## src/hw/serializer_cfg_params.svh

```systemverilog
`ifndef SERIALIZER_CFG_PARAMS_SVH
`define SERIALIZER_CFG_PARAMS_SVH

// Register offsets
`define CFG_ADDR_GENERAL 8'h03
`define CFG_ADDR_MODE 8'h04

// Reset values
`define CFG_GENERAL_RESET 8'hD2
`define CFG_MODE_RESET 8'h80

// Writable bit masks
`define CFG_GENERAL_MASK 8'hBA
`define CFG_MODE_MASK 8'hA0

// General configuration field positions
`define CFG_BIT_CRC_CHECK 7
`define CFG_BIT_AUTO_ACK 5
`define CFG_BIT_FILTER 4
`define CFG_BIT_PASS_THROUGH 3
`define CFG_BIT_OSC_FALLBACK 1

// Mode select field positions
`define CFG_BIT_FAILSAFE_LOW 7
`define CFG_BIT_CRC_ERR_CLEAR 5

// Sync filter: pulses shorter than this many clocks are rejected
`define CFG_FILTER_CYCLES 2

`endif

```

## src/hw/serializer_cfg_pkg.sv

```systemverilog
package serializer_cfg_pkg;

    typedef struct packed {
        logic video_active;
        logic line_sync;
        logic frame_sync;
    } sync_bundle_t;

    typedef struct packed {
        logic crc_check_enable;
        logic crc_counter_clear;
        logic filter_enable;
        logic oscillator_fallback_enable;
        logic failsafe_low;
    } core_ctrl_t;

    typedef struct packed {
        logic auto_ack;
        logic pass_through;
        logic pass_all;
    } i2c_port_ctrl_t;

endpackage

```

## src/hw/sync_glitch_filter.sv

```systemverilog
`timescale 1ns/1ps
`include "serializer_cfg_params.svh"

module sync_glitch_filter #(
    parameter int HOLD_CYCLES = `CFG_FILTER_CYCLES
) (
    input wire logic clk,
    input wire logic rst,
    input wire logic enable,
    input wire logic din,
    output logic dout
);

    logic meta_reg;
    logic sync_reg;
    logic [7:0] run_reg;
    logic [7:0] run_next;
    logic out_reg;
    logic out_next;
    wire logic differs;

    assign differs = sync_reg != out_reg;
    assign run_next = differs ? 8'(run_reg + 8'h01) : 8'h00;
    // When enabled, accept a new level only once it has held the full filter span; when disabled, pass sync_reg straight through
    assign out_next = !enable ? sync_reg :
                      (differs && run_next >= 8'(HOLD_CYCLES)) ? sync_reg : out_reg;

    always_ff @(posedge clk or posedge rst)
    begin
        if (rst)
        begin
            meta_reg <= 1'b0;
            sync_reg <= 1'b0;
            run_reg <= 8'h00;
            out_reg <= 1'b0;
        end
        else
        begin
            meta_reg <= din;
            sync_reg <= meta_reg;
            run_reg <= (out_next != out_reg) ? 8'h00 : run_next;
            out_reg <= out_next;
        end
    end

    assign dout = out_reg;

endmodule

```

## src/hw/serializer_general_config_regs.sv

```systemverilog
// Behaviour
// - Bit 7 enables back-channel CRC checker.
// - Auto-acknowledge remote deserializer writes immediately.
// - With pass-all, auto-ack covers every remote slave.
// - Auto-ack suppresses remote NACK towards master.
// - Filter drops sync pulses under two clocks.
// - Pass-through forwards alias-matching I2C transactions.
// - Second-port select steers auto-ack, pass-through.
// - Fallback to oscillator when TMDS clock absent.
// - Failsafe bit: zero high, one low.
// - CRC clear bit holds counters cleared.
`timescale 1ns/1ps
`include "serializer_cfg_params.svh"

module serializer_general_config_regs (
    input wire logic clk,
    input wire logic rst,
    // Register access from the serial control bus engine
    input wire logic reg_write,
    input wire logic [7:0] reg_addr,
    input wire logic [7:0] reg_wdata,
    output logic [7:0] reg_rdata,
    // Port selection and pass-all from elsewhere in the bank
    input wire logic second_port_select,
    input wire logic i2c_pass_all,
    // I2C forwarding engine handshake
    input wire logic remote_write_pending,
    input wire logic remote_target_is_deser,
    input wire logic remote_nack,
    input wire logic alias_match,
    output logic local_ack,
    output logic forward_to_remote,
    output logic relay_nack,
    // Clock source
    input wire logic tmds_clock_present,
    output logic use_internal_osc,
    // Video sync inputs
    input wire logic video_active_input,
    input wire logic line_sync_input,
    input wire logic frame_sync_input,
    output serializer_cfg_pkg::sync_bundle_t sync_filtered,
    // Control to the core
    output serializer_cfg_pkg::core_ctrl_t core_ctrl,
    output serializer_cfg_pkg::i2c_port_ctrl_t port0_ctrl,
    output serializer_cfg_pkg::i2c_port_ctrl_t port1_ctrl
);

    // ----------------------------------------
    // Register storage
    // ----------------------------------------
    logic [7:0] general_configuration_reg;
    logic [7:0] mode_select_reg;
    logic port1_auto_ack_reg;
    logic port1_pass_through_reg;
    logic [7:0] general_configuration_next;
    logic [7:0] mode_select_next;
    logic port1_auto_ack_next;
    logic port1_pass_through_next;
    logic [7:0] rdata_reg;

    wire logic hit_general;
    wire logic hit_mode;
    wire logic [7:0] general_view;
    wire logic [7:0] wr_general;

    function automatic logic [7:0] masked_merge(input logic [7:0] old_val, input logic [7:0] new_val,
                                                input logic [7:0] mask);
        masked_merge = (old_val & ~mask) | (new_val & mask);
    endfunction

    assign hit_general = reg_write && reg_addr == `CFG_ADDR_GENERAL;
    assign hit_mode = reg_write && reg_addr == `CFG_ADDR_MODE;

    // Port-specific bits live in a per-port copy selected by second_port_select
    assign general_view = second_port_select ?
        {general_configuration_reg[7:6], port1_auto_ack_reg, general_configuration_reg[4],
         port1_pass_through_reg, general_configuration_reg[2:0]} : general_configuration_reg;
    assign wr_general = masked_merge(general_view, reg_wdata, `CFG_GENERAL_MASK);

    always_comb
    begin
        general_configuration_next = general_configuration_reg;
        port1_auto_ack_next = port1_auto_ack_reg;
        port1_pass_through_next = port1_pass_through_reg;
        if (hit_general)
        begin
            general_configuration_next[7] = wr_general[7];
            general_configuration_next[4] = wr_general[4];
            general_configuration_next[1] = wr_general[1];
            if (second_port_select)
            begin
                port1_auto_ack_next = wr_general[`CFG_BIT_AUTO_ACK];
                port1_pass_through_next = wr_general[`CFG_BIT_PASS_THROUGH];
            end
            else
            begin
                general_configuration_next[5] = wr_general[5];
                general_configuration_next[3] = wr_general[3];
            end
        end
    end

    // Clear bit is never self-cleared; only software writes change it
    assign mode_select_next = hit_mode ? masked_merge(mode_select_reg, reg_wdata, `CFG_MODE_MASK)
                                       : mode_select_reg;

    always_ff @(posedge clk or posedge rst)
    begin
        if (rst)
            general_configuration_reg <= `CFG_GENERAL_RESET;
        else
            general_configuration_reg <= general_configuration_next;
    end

    always_ff @(posedge clk or posedge rst)
    begin
        if (rst)
            mode_select_reg <= `CFG_MODE_RESET;
        else
            mode_select_reg <= mode_select_next;
    end

    // Second-port copies of auto-ack and pass-through, both off after reset
    always_ff @(posedge clk or posedge rst)
    begin
        if (rst)
        begin
            port1_auto_ack_reg <= 1'b0;
            port1_pass_through_reg <= 1'b0;
        end
        else
        begin
            port1_auto_ack_reg <= port1_auto_ack_next;
            port1_pass_through_reg <= port1_pass_through_next;
        end
    end

    // ----------------------------------------
    // Read path
    // ----------------------------------------
    wire logic [7:0] rdata_next;

    assign rdata_next = (reg_addr == `CFG_ADDR_GENERAL) ? (general_view & `CFG_GENERAL_MASK) :
                        (reg_addr == `CFG_ADDR_MODE) ? (mode_select_reg & `CFG_MODE_MASK) :
                        8'h00;

    always_ff @(posedge clk or posedge rst)
    begin
        if (rst)
            rdata_reg <= 8'h00;
        else
            rdata_reg <= rdata_next;
    end

    assign reg_rdata = rdata_reg;

    // ----------------------------------------
    // I2C path decisions
    // ----------------------------------------
    wire logic cur_auto_ack;
    wire logic cur_pass_through;
    wire logic ack_eligible;
    wire logic local_ack_next;
    wire logic forward_next;
    wire logic relay_nack_next;
    serializer_cfg_pkg::i2c_port_ctrl_t port0_next;
    serializer_cfg_pkg::i2c_port_ctrl_t port1_next;
    logic local_ack_reg;
    logic forward_reg;
    logic relay_nack_reg;
    serializer_cfg_pkg::i2c_port_ctrl_t port0_reg;
    serializer_cfg_pkg::i2c_port_ctrl_t port1_reg;

    assign cur_auto_ack = second_port_select ? port1_auto_ack_reg
                                             : general_configuration_reg[`CFG_BIT_AUTO_ACK];
    assign cur_pass_through = second_port_select ? port1_pass_through_reg
                                                 : general_configuration_reg[`CFG_BIT_PASS_THROUGH];
    assign ack_eligible = remote_target_is_deser || i2c_pass_all;
    assign local_ack_next = remote_write_pending && cur_auto_ack && ack_eligible;
    assign forward_next = alias_match && cur_pass_through;
    // Master was already answered, so a late remote NACK is swallowed
    assign relay_nack_next = remote_nack && !cur_auto_ack;
    assign port0_next = '{auto_ack: general_configuration_reg[`CFG_BIT_AUTO_ACK],
                          pass_through: general_configuration_reg[`CFG_BIT_PASS_THROUGH],
                          pass_all: i2c_pass_all};
    assign port1_next = '{auto_ack: port1_auto_ack_reg, pass_through: port1_pass_through_reg,
                          pass_all: i2c_pass_all};

    always_ff @(posedge clk or posedge rst)
    begin
        if (rst)
        begin
            local_ack_reg <= 1'b0;
            forward_reg <= 1'b0;
            relay_nack_reg <= 1'b0;
        end
        else
        begin
            local_ack_reg <= local_ack_next;
            forward_reg <= forward_next;
            relay_nack_reg <= relay_nack_next;
        end
    end

    always_ff @(posedge clk or posedge rst)
    begin
        if (rst)
        begin
            port0_reg <= '0;
            port1_reg <= '0;
        end
        else
        begin
            port0_reg <= port0_next;
            port1_reg <= port1_next;
        end
    end

    assign local_ack = local_ack_reg;
    assign forward_to_remote = forward_reg;
    assign relay_nack = relay_nack_reg;
    assign port0_ctrl = port0_reg;
    assign port1_ctrl = port1_reg;

    // ----------------------------------------
    // Clock source and core control
    // ----------------------------------------
    logic clk_meta_reg;
    logic clk_sync_reg;
    logic osc_reg;
    wire logic osc_next;
    serializer_cfg_pkg::core_ctrl_t core_reg;
    serializer_cfg_pkg::core_ctrl_t core_next;

    assign osc_next = general_configuration_reg[`CFG_BIT_OSC_FALLBACK] && !clk_sync_reg;
    assign core_next = '{crc_check_enable: general_configuration_reg[`CFG_BIT_CRC_CHECK],
                         crc_counter_clear: mode_select_reg[`CFG_BIT_CRC_ERR_CLEAR],
                         filter_enable: general_configuration_reg[`CFG_BIT_FILTER],
                         oscillator_fallback_enable: general_configuration_reg[`CFG_BIT_OSC_FALLBACK],
                         failsafe_low: mode_select_reg[`CFG_BIT_FAILSAFE_LOW]};

    // Presence starts as seen, so leaving reset does not flick to the oscillator
    always_ff @(posedge clk or posedge rst)
    begin
        if (rst)
        begin
            clk_meta_reg <= 1'b1;
            clk_sync_reg <= 1'b1;
        end
        else
        begin
            clk_meta_reg <= tmds_clock_present;
            clk_sync_reg <= clk_meta_reg;
        end
    end

    always_ff @(posedge clk or posedge rst)
    begin
        if (rst)
        begin
            osc_reg <= 1'b0;
            core_reg <= '0;
        end
        else
        begin
            osc_reg <= osc_next;
            core_reg <= core_next;
        end
    end

    assign use_internal_osc = osc_reg;
    assign core_ctrl = core_reg;

    // ----------------------------------------
    // Sync input filters
    // ----------------------------------------
    logic de_f;
    logic hs_f;
    logic vs_f;
    wire logic filt_en;

    assign filt_en = general_configuration_reg[`CFG_BIT_FILTER];

    sync_glitch_filter #(.HOLD_CYCLES(`CFG_FILTER_CYCLES)) u_de_filter (
        .clk(clk),
        .rst(rst),
        .enable(filt_en),
        .din(video_active_input),
        .dout(de_f)
    );

    sync_glitch_filter #(.HOLD_CYCLES(`CFG_FILTER_CYCLES)) u_hs_filter (
        .clk(clk),
        .rst(rst),
        .enable(filt_en),
        .din(line_sync_input),
        .dout(hs_f)
    );

    sync_glitch_filter #(.HOLD_CYCLES(`CFG_FILTER_CYCLES)) u_vs_filter (
        .clk(clk),
        .rst(rst),
        .enable(filt_en),
        .din(frame_sync_input),
        .dout(vs_f)
    );

    assign sync_filtered = '{video_active: de_f, line_sync: hs_f, frame_sync: vs_f};

endmodule

```

## config.mk

```make
export PLATFORM = sky130hd
export DESIGN_NAME = serializer_general_config_regs
export DESIGN_NICKNAME = d
export VERILOG_FILES = /design/src/hw/serializer_cfg_pkg.sv /design/src/hw/sync_glitch_filter.sv /design/src/hw/serializer_general_config_regs.sv
export VERILOG_INCLUDE_DIRS = /design/src /design/src/hw
export SDC_FILE = /design/constraint.sdc
export NUM_CORES = 1
export LEC_CHECK = 0
export BUFFER_PORTS_ARGS = -buffer_cell sky130_fd_sc_hd__buf_4
export CAP_MARGIN = 20
export CORE_AREA = 2 2 91 111
export DETAILED_ROUTE_END_ITERATION = 8
export DIE_AREA = 0 0 93 113
export PLACE_DENSITY = 0.5
export SLEW_MARGIN = 20
export SYNTH_ARGS = -nofsm -noshare
export SYNTH_HDL_FRONTEND = slang
export SYNTH_SLANG_ARGS = --single-unit
```

## constraint.sdc

```tcl
create_clock -name clk -period 2.14 [get_ports clk]
set_clock_uncertainty 0.2 [all_clocks]
set_input_delay 0.214 -clock clk [delete_from_list [all_inputs] [get_ports clk]]
set_output_delay 0.214 -clock clk [all_outputs]
set_load 0.1 [all_outputs]
```

; ---- Word level (Yosys, flattened, before mapping)
; Cells that the tools add are included.
[totals]
out_inout_bits = 26
elab_cells = 83
input_bits = 29
reg_bits = 72
[op_classes]
n_eq_ne = 8
bitwise_logic = 3
add_sub_neg = 3
n_mux = 17
n_lt_le_gt_ge = 3
n_reduce_logical = 15
[ops]
columns = op, n
row1 = 8-bit 2-to-1 mux, 8
row2 = "8-bit by 1-bit adder with 8-bit output, second input constant", 3
row3 = "8-bit by 2-bit greater-or-equal comparator with 1-bit output, second input constant", 3
row4 = 7-bit by 8-bit OR with 8-bit output, 2
row5 = 1-bit logical AND, 10
row6 = "8-bit by 2-bit equality test with 1-bit output, second input constant", 1
row7 = "8-bit by 3-bit equality test with 1-bit output, second input constant", 1
row8 = 1-bit 2-to-1 mux, 8
row9 = 6-bit 2-to-1 mux, 1
row10 = 1-bit inequality test, 6
row11 = 2-bit AND reduction, 2
row12 = 1-bit logical NOT, 2
row13 = 1-bit logical OR, 1
row14 = 1-bit inverter, 1

; ---- Logic depth before layout (Yosys ltp)
; Gate-level depths: netlist of the first run.
[logic_depth]
depth_word = 8
mapped_depth = 6
mapped_depth_nobuf = 6

; ---- Cells and area by module
; Synthesis of the first run repeated with hierarchy kept, for this count alone.
[hier_totals]
hier_cells = 171
hier_area_um2 = 2471.1
[modules_own_cells]
columns = module, instances, seq_area_each_um2, cells_per_inst, area_per_inst_um2
row1 = sync_glitch_filter, 3, 275.3, 32, 447.9
row2 = serializer_general_config_regs, 1, 758.2, 75, 1127.3

; ---- Worst setup path after synthesis of the first run
; OpenSTA, ideal clock, no wires.
[synth_path]
path_kind = input-to-reg
startpoint = in reg_addr[4]
endpoint = reg general_configuration_reg[3]
t_arrival_ns = 1.632
setup_time_ns = 0.128
n_path_buf = 0
slack_ns = 0.180
path_stages = 5
path_cell_list = or4_4 nor4_4 nand2_2 nor2_2 mux2_1
[synth_between]
elab_chain_len = 3
[synth_rtl]
columns = item, line
row1 = start: declaration, serializer_general_config_regs.sv:20  ; input wire logic [7:0] reg_addr,
row2 = 8-bit by 2-bit equality test with 1-bit output (no source line), n/a
row3 = 1-bit logical AND (no source line), n/a
row4 = 2-bit AND reduction (no source line), n/a
row5 = end signal: assignment, serializer_general_config_regs.sv:110  ; general_configuration_reg <= `CFG_GENERAL_RESET;
row6 = end signal: assignment, serializer_general_config_regs.sv:112  ; general_configuration_reg <= general_configuration_next;
row7 = end: declaration, serializer_general_config_regs.sv:51  ; logic [7:0] general_configuration_reg;
; No other way between the ends.
; A chain may end at the register's enable or synchronous reset.

; ---- Final worst setup path of the first run
[layout_path]
startpoint = reg u_vs_filter.run_reg[0]
endpoint = reg u_vs_filter.out_reg (netlist: u_vs_filter.dout)
[layout_between]
elab_chain_len = 6
[layout_rtl]
columns = item, line
row1 = start: declaration, sync_glitch_filter.sv:16  ; logic [7:0] run_reg;
row2 = start signal: assignment, sync_glitch_filter.sv:41  ; run_reg <= (out_next != out_reg) ? 8'h00 : run_next;
row3 = 8-bit by 1-bit adder with 8-bit output, sync_glitch_filter.sv:23  ; assign run_next = differs ? 8'(run_reg + 8'h01) : 8'h00;
row4 = 8-bit 2-to-1 mux, sync_glitch_filter.sv:23
row5 = 8-bit by 2-bit greater-or-equal comparator with 1-bit output, sync_glitch_filter.sv:26  ; (differs && run_next >= 8'(HOLD_CYCLES)) ? sync_reg : out_reg;
row6 = 1-bit logical AND, sync_glitch_filter.sv:26
row7 = 1-bit 2-to-1 mux, sync_glitch_filter.sv:26
row8 = 1-bit 2-to-1 mux, sync_glitch_filter.sv:25  ; assign out_next = !enable ? sync_reg :
row9 = named net u_vs_filter.out_next, sync_glitch_filter.sv:19  ; logic out_next;
row10 = end signal: assignment, sync_glitch_filter.sv:42  ; out_reg <= out_next;
row11 = end: declaration, sync_glitch_filter.sv:18  ; logic out_reg;
; The timed path passes the listed nets, and every way through them passes these cells.

==> implementation parameters, run 1 <==
Parameter                              Value

Worst setup path
  FF-to-FF Start    u_vs_filter.run_reg[0]
  Setup crit start kind    flop
  Number of cells on the worst reg-to-reg path    6
  Critical setup path kind    flop to flop
  Endpoint class of the critical path    flop
  CP max FO    5
  Levels on crit path    6
  Worst EP required    approximately 2100 ps
  Largest stage delay, worst path    ~400 ps
  Worst Setup SP    u_vs_filter.run_reg[0]
  CP top delay family    flip-flops
  Slowest cell on the critical path    sky130_fd_sc_hd__dfrtp_1
  Endpoint of the worst register-to-register path    u_vs_filter.dout
  Combined buffer and inverter count along the critical path    0
  WP data arrival    2020 ps
  Ordered cell list for the critical path    ha_1 -> nor3_1 -> o21ai_0 -> o31a_1 -> nor3_2 -> mux2_2
  Crit path to    u_vs_filter.dout
  Slack of the worst reg-to-reg path    130 ps

Finish
  Share of post-route cells with drive strength above 1    33.0%
  Post-layout instance count excluding filler cells    roughly 390
  Area delta synth->final    47.7%
  Net count, final    291
  Layout filler cell count    940
  Fraction of the core area covered by cells at the end of the flow    36.4%
  Antenna diode count    0

Clock network
  Clock Latency Late Sink    approximately 320 ps
  Clock buffer depth    2
  Level count of the clock H-tree    3
  Clock tree from TritonCTS    done
  Clock tree root driver cell    sky130_fd_sc_hd__clkbuf_16
  Clock slew at reported path FFs    50 ps
  Number of clock buffers inserted by TritonCTS    9
  Post-CTS repair timing setup buffer count    0
  Clk sinks    63

Detailed routing
  Number of search-and-repair iterations in the first detailed-routing pass    4
  DRC Markers    0
  Vias per cell    roughly 3.9
  DR vias    ~1,500
  WL/cell    roughly 11 µm
  Detailed Route Iter0 Violations    15
  Total wirelength of the detailed-routed design    approximately 4100 µm
  Post-route antenna net violation count    0

Synth
  Number of enable flip-flop cells after synthesis    0
  Register area share after synthesis    68.6%
  Flip-flop and latch count after synthesis    63
  Cells taking the most area after synthesis    sky130_fd_sc_hd__dfrtp_1, sky130_fd_sc_hd__dfstp_2, sky130_fd_sc_hd__mux2_2, sky130_fd_sc_hd__buf_4, sky130_fd_sc_hd__mux2_1
  Avg Synthesized Cell Area    14.2 µm²
  Count of distinct cell types in the synthesized netlist    36
  Count of warnings emitted by yosys    0
  Yosys top cell area share    61.8%
  Synthesized area    about 0.0023 mm²
  Cell type contributing the most total cell area after synthesis    sky130_fd_sc_hd__dfrtp_1
  Leading register cell type out of synthesis    sky130_fd_sc_hd__dfrtp_1
  Syn Inst Count    163
  Async S/R FF share, synth    100%

Timing
  Max-slew violation count    0
  Tightest Pin Transition    527 ps
  Final min period    2010 ps
  Unrepaired setup endpoints after global routing    false
  Final Hold Vio Count    0
  Setup-failing EPs final    0
  Crit path setup slack, layout    126 ps
  Maximum clock rate    497 MHz
  Normalized max-slew margin    between 60 and 70%
  Total negative setup slack    0 ps
  Final Cycle Share    94.1%
  Worst hold slack    52.6 ps

Global routing
  Vias in the first global route    1,574
  Pin count of the biggest net entering global routing    28
  Total routing resource utilization after global routing    8.88%
  Overall overflow remaining after global route    0
  Initial antenna violation count    0
  Global-route wire length before repair    7040 µm

Placed design
  Dpl ws    22.4 ps
  Last weighted congestion value of the routability-driven placer    just under 0.7
  Number of buffer cells added on primary ports    48
  DP HPWL    2950 µm
  Cell count after placement    356

Floorplan
  Core footprint    0.00937 mm²
  Starting Density    between 20% and 30%
  Die ar.    about 0.011 mm²
  Vertical die dimension    approximately 110 µm
  Die boundary width    93 µm
  Number of primary I/O pins    55
  Number of standard-cell rows in the floorplan    39

Power and ir drop
  Maximum VDD drop    0.000387 V
  P_leak    0.00160 µW
  PD cells    937 mW/mm²

Worst hold path
  Worst Min Path Start    second_port_select
  Hold WC Path Type    input pin to flop

Status
  Result of the run    finished, final reports clean

Job
  Number of max-capacitance violations reported    0
-- Yosys cell counts (all sizes together), types with 2 or more instances --
master  number
dfrtp       57
mux2        12
buf          7
nand2        7
nor2         7
dfstp        6
nor3         6
o21ai        6
nand3        5
nor2b        5
xor2         5
and2         4
xnor2        4
ha           3
inv          3
nand4        3
a211oi       2
and3         2
mux2i        2
nand2b       2
nor3b        2
o41ai        2
-- worst min path at each step --
stage	end	cells past startpoint
after floorplan	clk_meta_reg	0
after global placement	core_ctrl[2]	2
after detailed placement	core_ctrl[2]	2
after CTS	reg_rdata[3]	3
after global routing	general_configuration_reg[3]	3
final	reg_rdata[3]	3
-- worst reg2reg max path, cell delays in order (launching register included) --
cell	delay [ps]
sky130_fd_sc_hd__dfrtp_1	390
sky130_fd_sc_hd__ha_1	260
sky130_fd_sc_hd__nor3_1	150
sky130_fd_sc_hd__o21ai_0	100
sky130_fd_sc_hd__o31a_1	250
sky130_fd_sc_hd__nor3_2	200
sky130_fd_sc_hd__mux2_2	350
-- cell type report --
cell class	instances	area, µm²	area share [%]
Clock inverter	3	90.1	2.64
Multi-Input combinational cell	113	752	22.1
Inverter	3	11.3	0.330
Sequential cell	63	1580	46.5
Tap cell	123	154	4.51
Clock buffer	13	250	7.34
Timing Repair Buffer	69	568	16.7
-- placed cells by master (no fill, tap or decap), drive strengths merged, types with 2 or more instances in the layout --
master	synthesis	routed
mux2i	2	2
nand3	5	5
o21ai	6	6
nand2	7	7
nand2b	2	2
and3	2	2
xor2	5	5
o41ai	2	2
and2	4	4
ha	3	3
a211oi	2	2
nor2	7	7
nor2b	5	5
inv	3	3
nor3	6	6
xnor2	4	4
mux2	12	12
dlygate4sd3	0	15
nand4	3	3
dfstp	6	6
buf	7	54
dfrtp	57	57
bufinv	0	3
nor3b	2	2
conb	1	24
clkbuf	0	13
-- report_power, final --
part           switching (µW)  internal (µW)
Sequential               29.9           1250
Clock                     467           1170
Combinational             188           96.3
Total                     685           2510
-- routing by layer --
| metal | global-route usage [%] | vias to the layer above | wire length [µm] |
|---|---|---|---|
| met3 | 4.39 | 9 | 274 |
| met5 | 0 | - | 0 |
| met4 | 4.12 | 0 | 103 |
| li1 | - | 731 | - |
| met1 | 9.83 | 719 | 1660 |
| met2 | 14.3 | 44 | 2100 |
-- per-stage QoR --
stage / area, µm² / total power [µW]
CTS: 3400 / 3250
finish: 3410 / 3190
global placement: 2910 / 1560
detailed placement: 2910 / 1560
floorplan: 2390 / 1480
global route: 3410 / 3320
-- cell families (layout without fill, tap and decap cells) --
logic type,count (synthesis),after routing,share of synthesized area [%]
mux,14,14,6.72
buf+inv,10,88,2.76
other cells,1,24,0.162
simple gates,46,46,11.7
fa+ha+maj,3,3,1.63
xor+xnor,9,9,3.41
flops,63,63,68.6
compound gates,17,17,5.04
-- what timing repair did --
action	4_1_cts	5_1_grt
resized for setup	0	1
hold buffers	15	0
endpoints found under the hold margin	37	0
setup endpoints to repair	0	1
Power figures use the tool's default switching activity.
==> run 2, diff against run 1 <==
==> constraint.sdc (replaced) <==
create_clock -name clk -period 2.3 [get_ports clk]
set_clock_uncertainty 0.2 [all_clocks]
set_input_delay 0.23 -clock clk [delete_from_list [all_inputs] [get_ports clk]]
set_output_delay 0.23 -clock clk [all_outputs]
set_load 0.1 [all_outputs]
==> run 2 against run 1 <==
Net effect:
- first-iteration DRC count grew 53%
- die area is the same
- via count shrank 0.60%
- utilization shrank 0.17 points
- combinational power shrank 7%
- sequential power shrank 8%
- critical path depth is the same
- non-clock buffer count shrank 1
- critical path type unchanged
- largest cell class unchanged
- highest routed layer unchanged
==> implementation parameters, run 2 (same netlist as run 1, synthesis figures left out) <==
Parameter                              Value

Status
  Result of the run    finished, final reports clean

Timing
  Max-slew violation count    0
  Final Hold Vio Count    0
  Unrepaired setup endpoints after global routing    false
  Setup-failing EPs final    0
  Total negative setup slack    0 ps
  Final min period    2040 ps
  Maximum clock rate    489 MHz
  Crit path setup slack, layout    256 ps
  Final Cycle Share    88.9%

Worst setup path
  Endpoint class of the critical path    flop
  Slack of the worst reg-to-reg path    260 ps
  Number of cells on the worst reg-to-reg path    6
  WP data arrival    2050 ps
  FF-to-FF Start    u_vs_filter.run_reg[0]
  CP max FO    5
  Endpoint of the worst register-to-register path    u_vs_filter.dout
  Setup crit start kind    flop
  Worst EP required    2310 ps
  Critical setup path kind    flop to flop

Floorplan
  Number of primary I/O pins    55
  Core footprint    between 0.009 and 0.01 mm²
  Vertical die dimension    113 µm
  Die boundary width    93 µm
  Die ar.    0.0105 mm²
  Number of standard-cell rows in the floorplan    39
  Starting Density    24.6%

Worst hold path
  Worst Min Path Start    reg_addr[2]
  Count of cells along the worst hold path    4
  Hold WC Path Type    input pin to flop
  Hold EP    reg_rdata[3]

Placed design
  Dpl ws    147 ps
  Number of buffer cells added on primary ports    48
  Last weighted congestion value of the routability-driven placer    0.680
  DP HPWL    2990 µm

Finish
  Antenna diode count    0
  Share of post-route cells with drive strength above 1    33.8%
  Area delta synth->final    47.0%
  Net count, final    290
  Top library cells by usage in the layout, fill and taps aside    sky130_fd_sc_hd__dfrtp_1, sky130_fd_sc_hd__buf_4, sky130_fd_sc_hd__conb_1, sky130_fd_sc_hd__dlygate4sd3_1, sky130_fd_sc_hd__clkbuf_16
  Most common cell after layout, fill and taps aside    sky130_fd_sc_hd__dfrtp_1

Detailed routing
  Post-route antenna net violation count    0
  WL/cell    11.4 µm
  Total wirelength of the detailed-routed design    about 4400 µm
  Vias per cell    3.87
  DR vias    1,494
  Detailed Route Iter0 Violations    23
  DRC Markers    0
  Number of search-and-repair iterations in the first detailed-routing pass    4

Clock network
  Clock Latency Late Sink    320 ps
  Clock tree root driver cell    sky130_fd_sc_hd__clkbuf_16
  Clk sinks    63
  Number of clock buffers inserted by TritonCTS    9
  Level count of the clock H-tree    3
  Clock buffer depth    2
  Clock slew at reported path FFs    50 ps
  Clock tree from TritonCTS    done

Global routing
  Pin count of the biggest net entering global routing    28
  Initial antenna violation count    0
  Total routing resource utilization after global routing    approximately a tenth
  Global-route wire length before repair    7630 µm
  Overall overflow remaining after global route    0
  Vias in the first global route    around 1,600

Power and ir drop
  PD cells    866 mW/mm²
  Maximum VDD drop    0.000391 V
  P_leak    0.00159 µW

Job
  Number of max-capacitance violations reported    0
run 2: where the power goes:
group          leakage [µW]  internal [µW]  total (µW)  switching [µW]
combinational      0.000648           89.5         265             176
clock              0.000155            983        1490             504
sequential         0.000783           1160        1180            27.7
total               0.00159           2230        2940             708
run 2: worst max path at each step:
stage | startpoint | end | slack (ps) | depth (start not counted)
after detailed placement | reg_addr[4] | general_configuration_reg[3] | 150 | 6
final | u_vs_filter.run_reg[0] | u_vs_filter.dout | 260 | 6
after floorplan | rst | core_ctrl[0] | 310 | 1
after global placement | reg_addr[4] | general_configuration_reg[3] | 140 | 6
after global routing | u_vs_filter.run_reg[0] | u_vs_filter.dout | 80 | 6
after CTS | u_vs_filter.run_reg[0] | u_vs_filter.dout | 180 | 6
run 2: repair_timing:
| action | CTS | global route |
|---|---|---|
| hold endpoints to repair | 35 | 0 |
| gates resized for setup | 0 | 1 |
| setup endpoints to repair | 0 | 1 |
| hold buffers | 15 | 0 |
| setup buffers | 0 | 0 |
run 2: layer usage:
layer | GRT usage, % | wire, µm | vias to the layer above
met5 | 0 | 0 | -
li1 | - | - | 731
met2 | 15.5 | 2180 | 41
met4 | 5.00 | 108 | 0
met1 | 11.2 | 1830 | 713
met3 | 3.73 | 276 | 9
run 2: area by class of cell:
| type | count | area [µm²] |
|---|---|---|
| clock buffer | 10 | 239 |
| multi-input combinational | 113 | 752 |
| inverter | 3 | 11.3 |
| tap | 123 | 154 |
| sequential | 63 | 1580 |
| timing repair buffer | 68 | 561 |
| fill | 939 | 5980 |
| clock inverter | 6 | 92.6 |
run 2: worst max-delay path: stages, from the launching register on:
cell and delay [ps]:
sky130_fd_sc_hd__dfrtp_1 390, sky130_fd_sc_hd__ha_1 260, sky130_fd_sc_hd__nor3_1 150, sky130_fd_sc_hd__o21ai_0 90, sky130_fd_sc_hd__o31a_1 250, sky130_fd_sc_hd__nor3_2 230
sky130_fd_sc_hd__mux2_2 350
run 2: metrics by stage:
| step | hold slack [ps] | std cells | total power [µW] | utilization, % | cell area (µm²) |
|---|---|---|---|---|---|
| after floorplan | 34.5 | 186 | 1380 | - | 2390 |
| after global placement | 86.6 | 355 | 1450 | 31.0 | 2910 |
| after detailed placement | 85.9 | 355 | 1450 | 31.0 | 2910 |
| after CTS | 22.8 | 386 | 2980 | 36.2 | 3390 |
| after global routing | 50.3 | 386 | 3060 | 36.2 | 3390 |
| final | 32.4 | 386 | 2940 | 36.2 | 3390 |
==> run 3, diff against run 2 <==
--- a/config.mk
+++ b/config.mk
@@ -6,7 +6,7 @@
 export SDC_FILE = /design/constraint.sdc
 export NUM_CORES = 1
 export LEC_CHECK = 0
-export BUFFER_PORTS_ARGS = -buffer_cell sky130_fd_sc_hd__buf_4
+export BUFFER_PORTS_ARGS = -buffer_cell sky130_fd_sc_hd__buf_2
 export CAP_MARGIN = 20
 export CORE_AREA = 2 2 91 111
 export DETAILED_ROUTE_END_ITERATION = 8
==> run 3 against run 2 <==
Net effect:
- utilization fell by 1.3 points
- maximum frequency up 0.57%
- die area did not move
- critical path depth stayed put
- sequential power about the same
- non-clock buffer count unchanged
- first-iteration DRC count shrank 8.7%
- final area decreased by 3.7%
- worst setup slack better by 12 ps
- sequential cell count did not move
- combinational power fell by 7.9%
==> implementation parameters, run 3 (same netlist as run 1, synthesis figures left out) <==
Parameter                              Value

Floorplan
  Die ar.    0.0105 mm²
  Die boundary width    93 µm
  Number of primary I/O pins    55
  Core footprint    roughly 0.0094 mm²
  Starting Density    around a quarter
  Vertical die dimension    113 µm
  Number of standard-cell rows in the floorplan    39

Detailed routing
  Post-route antenna net violation count    0
  DRC Markers    0
  WL/cell    10.7 µm
  Vias per cell    3.85
  Total wirelength of the detailed-routed design    4110 µm
  Detailed Route Iter0 Violations    21
  Number of search-and-repair iterations in the first detailed-routing pass    4
  DR vias    1,486

Finish
  Area delta synth->final    41.5%
  Antenna diode count    0
  Fraction of the core area covered by cells at the end of the flow    a little over a third
  Share of post-route cells with drive strength above 1    33.1%
  Final instance area    0.00327 mm²
  Net count, final    290
  Top library cells by usage in the layout, fill and taps aside    sky130_fd_sc_hd__dfrtp_1, sky130_fd_sc_hd__buf_2, sky130_fd_sc_hd__conb_1, sky130_fd_sc_hd__dlygate4sd3_1, sky130_fd_sc_hd__clkbuf_16
  Most common cell after layout, fill and taps aside    sky130_fd_sc_hd__dfrtp_1

Timing
  Total negative setup slack    0 ps
  Max-slew violation count    0
  Tightest Pin Transition    538 ps
  Normalized max-slew margin    64.1%
  Final Cycle Share    88.4%
  Final Hold Vio Count    0
  Setup-failing EPs final    0
  Maximum clock rate    492 MHz
  Unrepaired setup endpoints after global routing    false
  Final min period    roughly 2000 ps

Power and ir drop
  PD cells    879 mW/mm²
  P_leak    0.00156 µW
  Maximum VDD drop    0.000360 V

Clock network
  Clk sinks    63
  Level count of the clock H-tree    3
  Clock buffer depth    2
  Clock tree from TritonCTS    done
  Clock Latency Late Sink    320 ps
  Clock tree root driver cell    sky130_fd_sc_hd__clkbuf_16
  Clock slew at reported path FFs    50 ps
  Post-CTS repair timing setup buffer count    0
  Number of clock buffers inserted by TritonCTS    9

Placed design
  Number of buffer cells added on primary ports    48
  Cell area after placement    roughly 0.0028 mm²
  DP HPWL    roughly 3000 µm
  Last weighted congestion value of the routability-driven placer    between 0.6 and 0.7

Global routing
  Overall overflow remaining after global route    0
  Global-route wire length before repair    7220 µm
  Total routing resource utilization after global routing    9.12%
  Vias in the first global route    1,575
  Initial antenna violation count    0
  Pin count of the biggest net entering global routing    28

Worst hold path
  Hold EP    reg_rdata[3]
  Count of cells along the worst hold path    4
  Hold WC Path Type    input pin to flop
  Worst Min Path Start    reg_addr[5]

Worst setup path
  Endpoint of the worst register-to-register path    u_vs_filter.dout
  Endpoint class of the critical path    flop
  CP max FO    5
  Setup crit start kind    flop
  Number of cells on the worst reg-to-reg path    6
  Worst EP required    2300 ps
  Critical setup path kind    flop to flop
  WP data arrival    2040 ps
  Slack of the worst reg-to-reg path    270 ps
  Worst Setup SP    u_vs_filter.run_reg[0]
  FF-to-FF Start    u_vs_filter.run_reg[0]

Job
  Number of max-capacitance violations reported    0

Status
  Result of the run    finished, final reports clean
-- run 3: worst max-delay path, cell delays in order, from the launching register on --
cell                      delay (ps)
sky130_fd_sc_hd__dfrtp_1         400
sky130_fd_sc_hd__ha_1            260
sky130_fd_sc_hd__nor3_1          140
sky130_fd_sc_hd__o21ai_0         100
sky130_fd_sc_hd__o31a_1          250
sky130_fd_sc_hd__nor3_2          210
sky130_fd_sc_hd__mux2_2          350
-- run 3: timing repair --
action                     CTS  global route
gates resized for setup      0             1
hold endpoints to repair    38             0
hold buffers                15             0
setup endpoints to repair    0             1
-- run 3: final cells by class --
class / instances / area [µm²]
Clock buffer: 13 / 260
Clock inverter: 3 / 65.1
Fill cell: 942 / 6100
Inverter: 3 / 11.3
Multi-Input combinational cell: 113 / 752
Sequential cell: 63 / 1580
Tap cell: 123 / 154
Timing Repair Buffer: 68 / 440
-- run 3: metrics by stage --
step / power (µW) / worst slack, ps / hold slack [ps] / std cells
after floorplan: 1380 / 310 / 34.5 / 186
after global routing: 3010 / 77.0 / 51.3 / 386
after global placement: 1430 / 150 / 110 / 355
after detailed placement: 1430 / 119 / 110 / 355
final: 2870 / 268 / 52.4 / 386
after CTS: 2920 / 206 / 40.9 / 386
-- run 3: routing by layer --
layer,wire [µm],global-route usage [%],up-vias,part of all wire [%]
met4,106,5.59,0,2.6
met2,2050,14.3,38,50
met5,0,0,-,0
met3,244,3.53,9,5.9
li1,-,-,732,-
met1,1710,10.5,707,42
-- run 3: report_power, final --
part	internal [µW]	total, µW	switching (µW)
combinational	70.3	244	174
clock	1000	1440	436
sequential	1160	1190	27.4
total	2230	2870	638
-- run 3: worst max-delay path by stage --
| stage | to | slack [ps] | cells after the start |
|---|---|---|---|
| 2_1_floorplan | core_ctrl[0] | 310 | 1 |
| 3_3_place_gp | general_configuration_reg[3] | 150 | 6 |
| 3_5_place_dp | general_configuration_reg[5] | 120 | 6 |
| 4_1_cts | u_vs_filter.dout | 210 | 6 |
| 5_1_grt | u_vs_filter.dout | 80 | 6 |
| 6_report | u_vs_filter.dout | 270 | 6 |
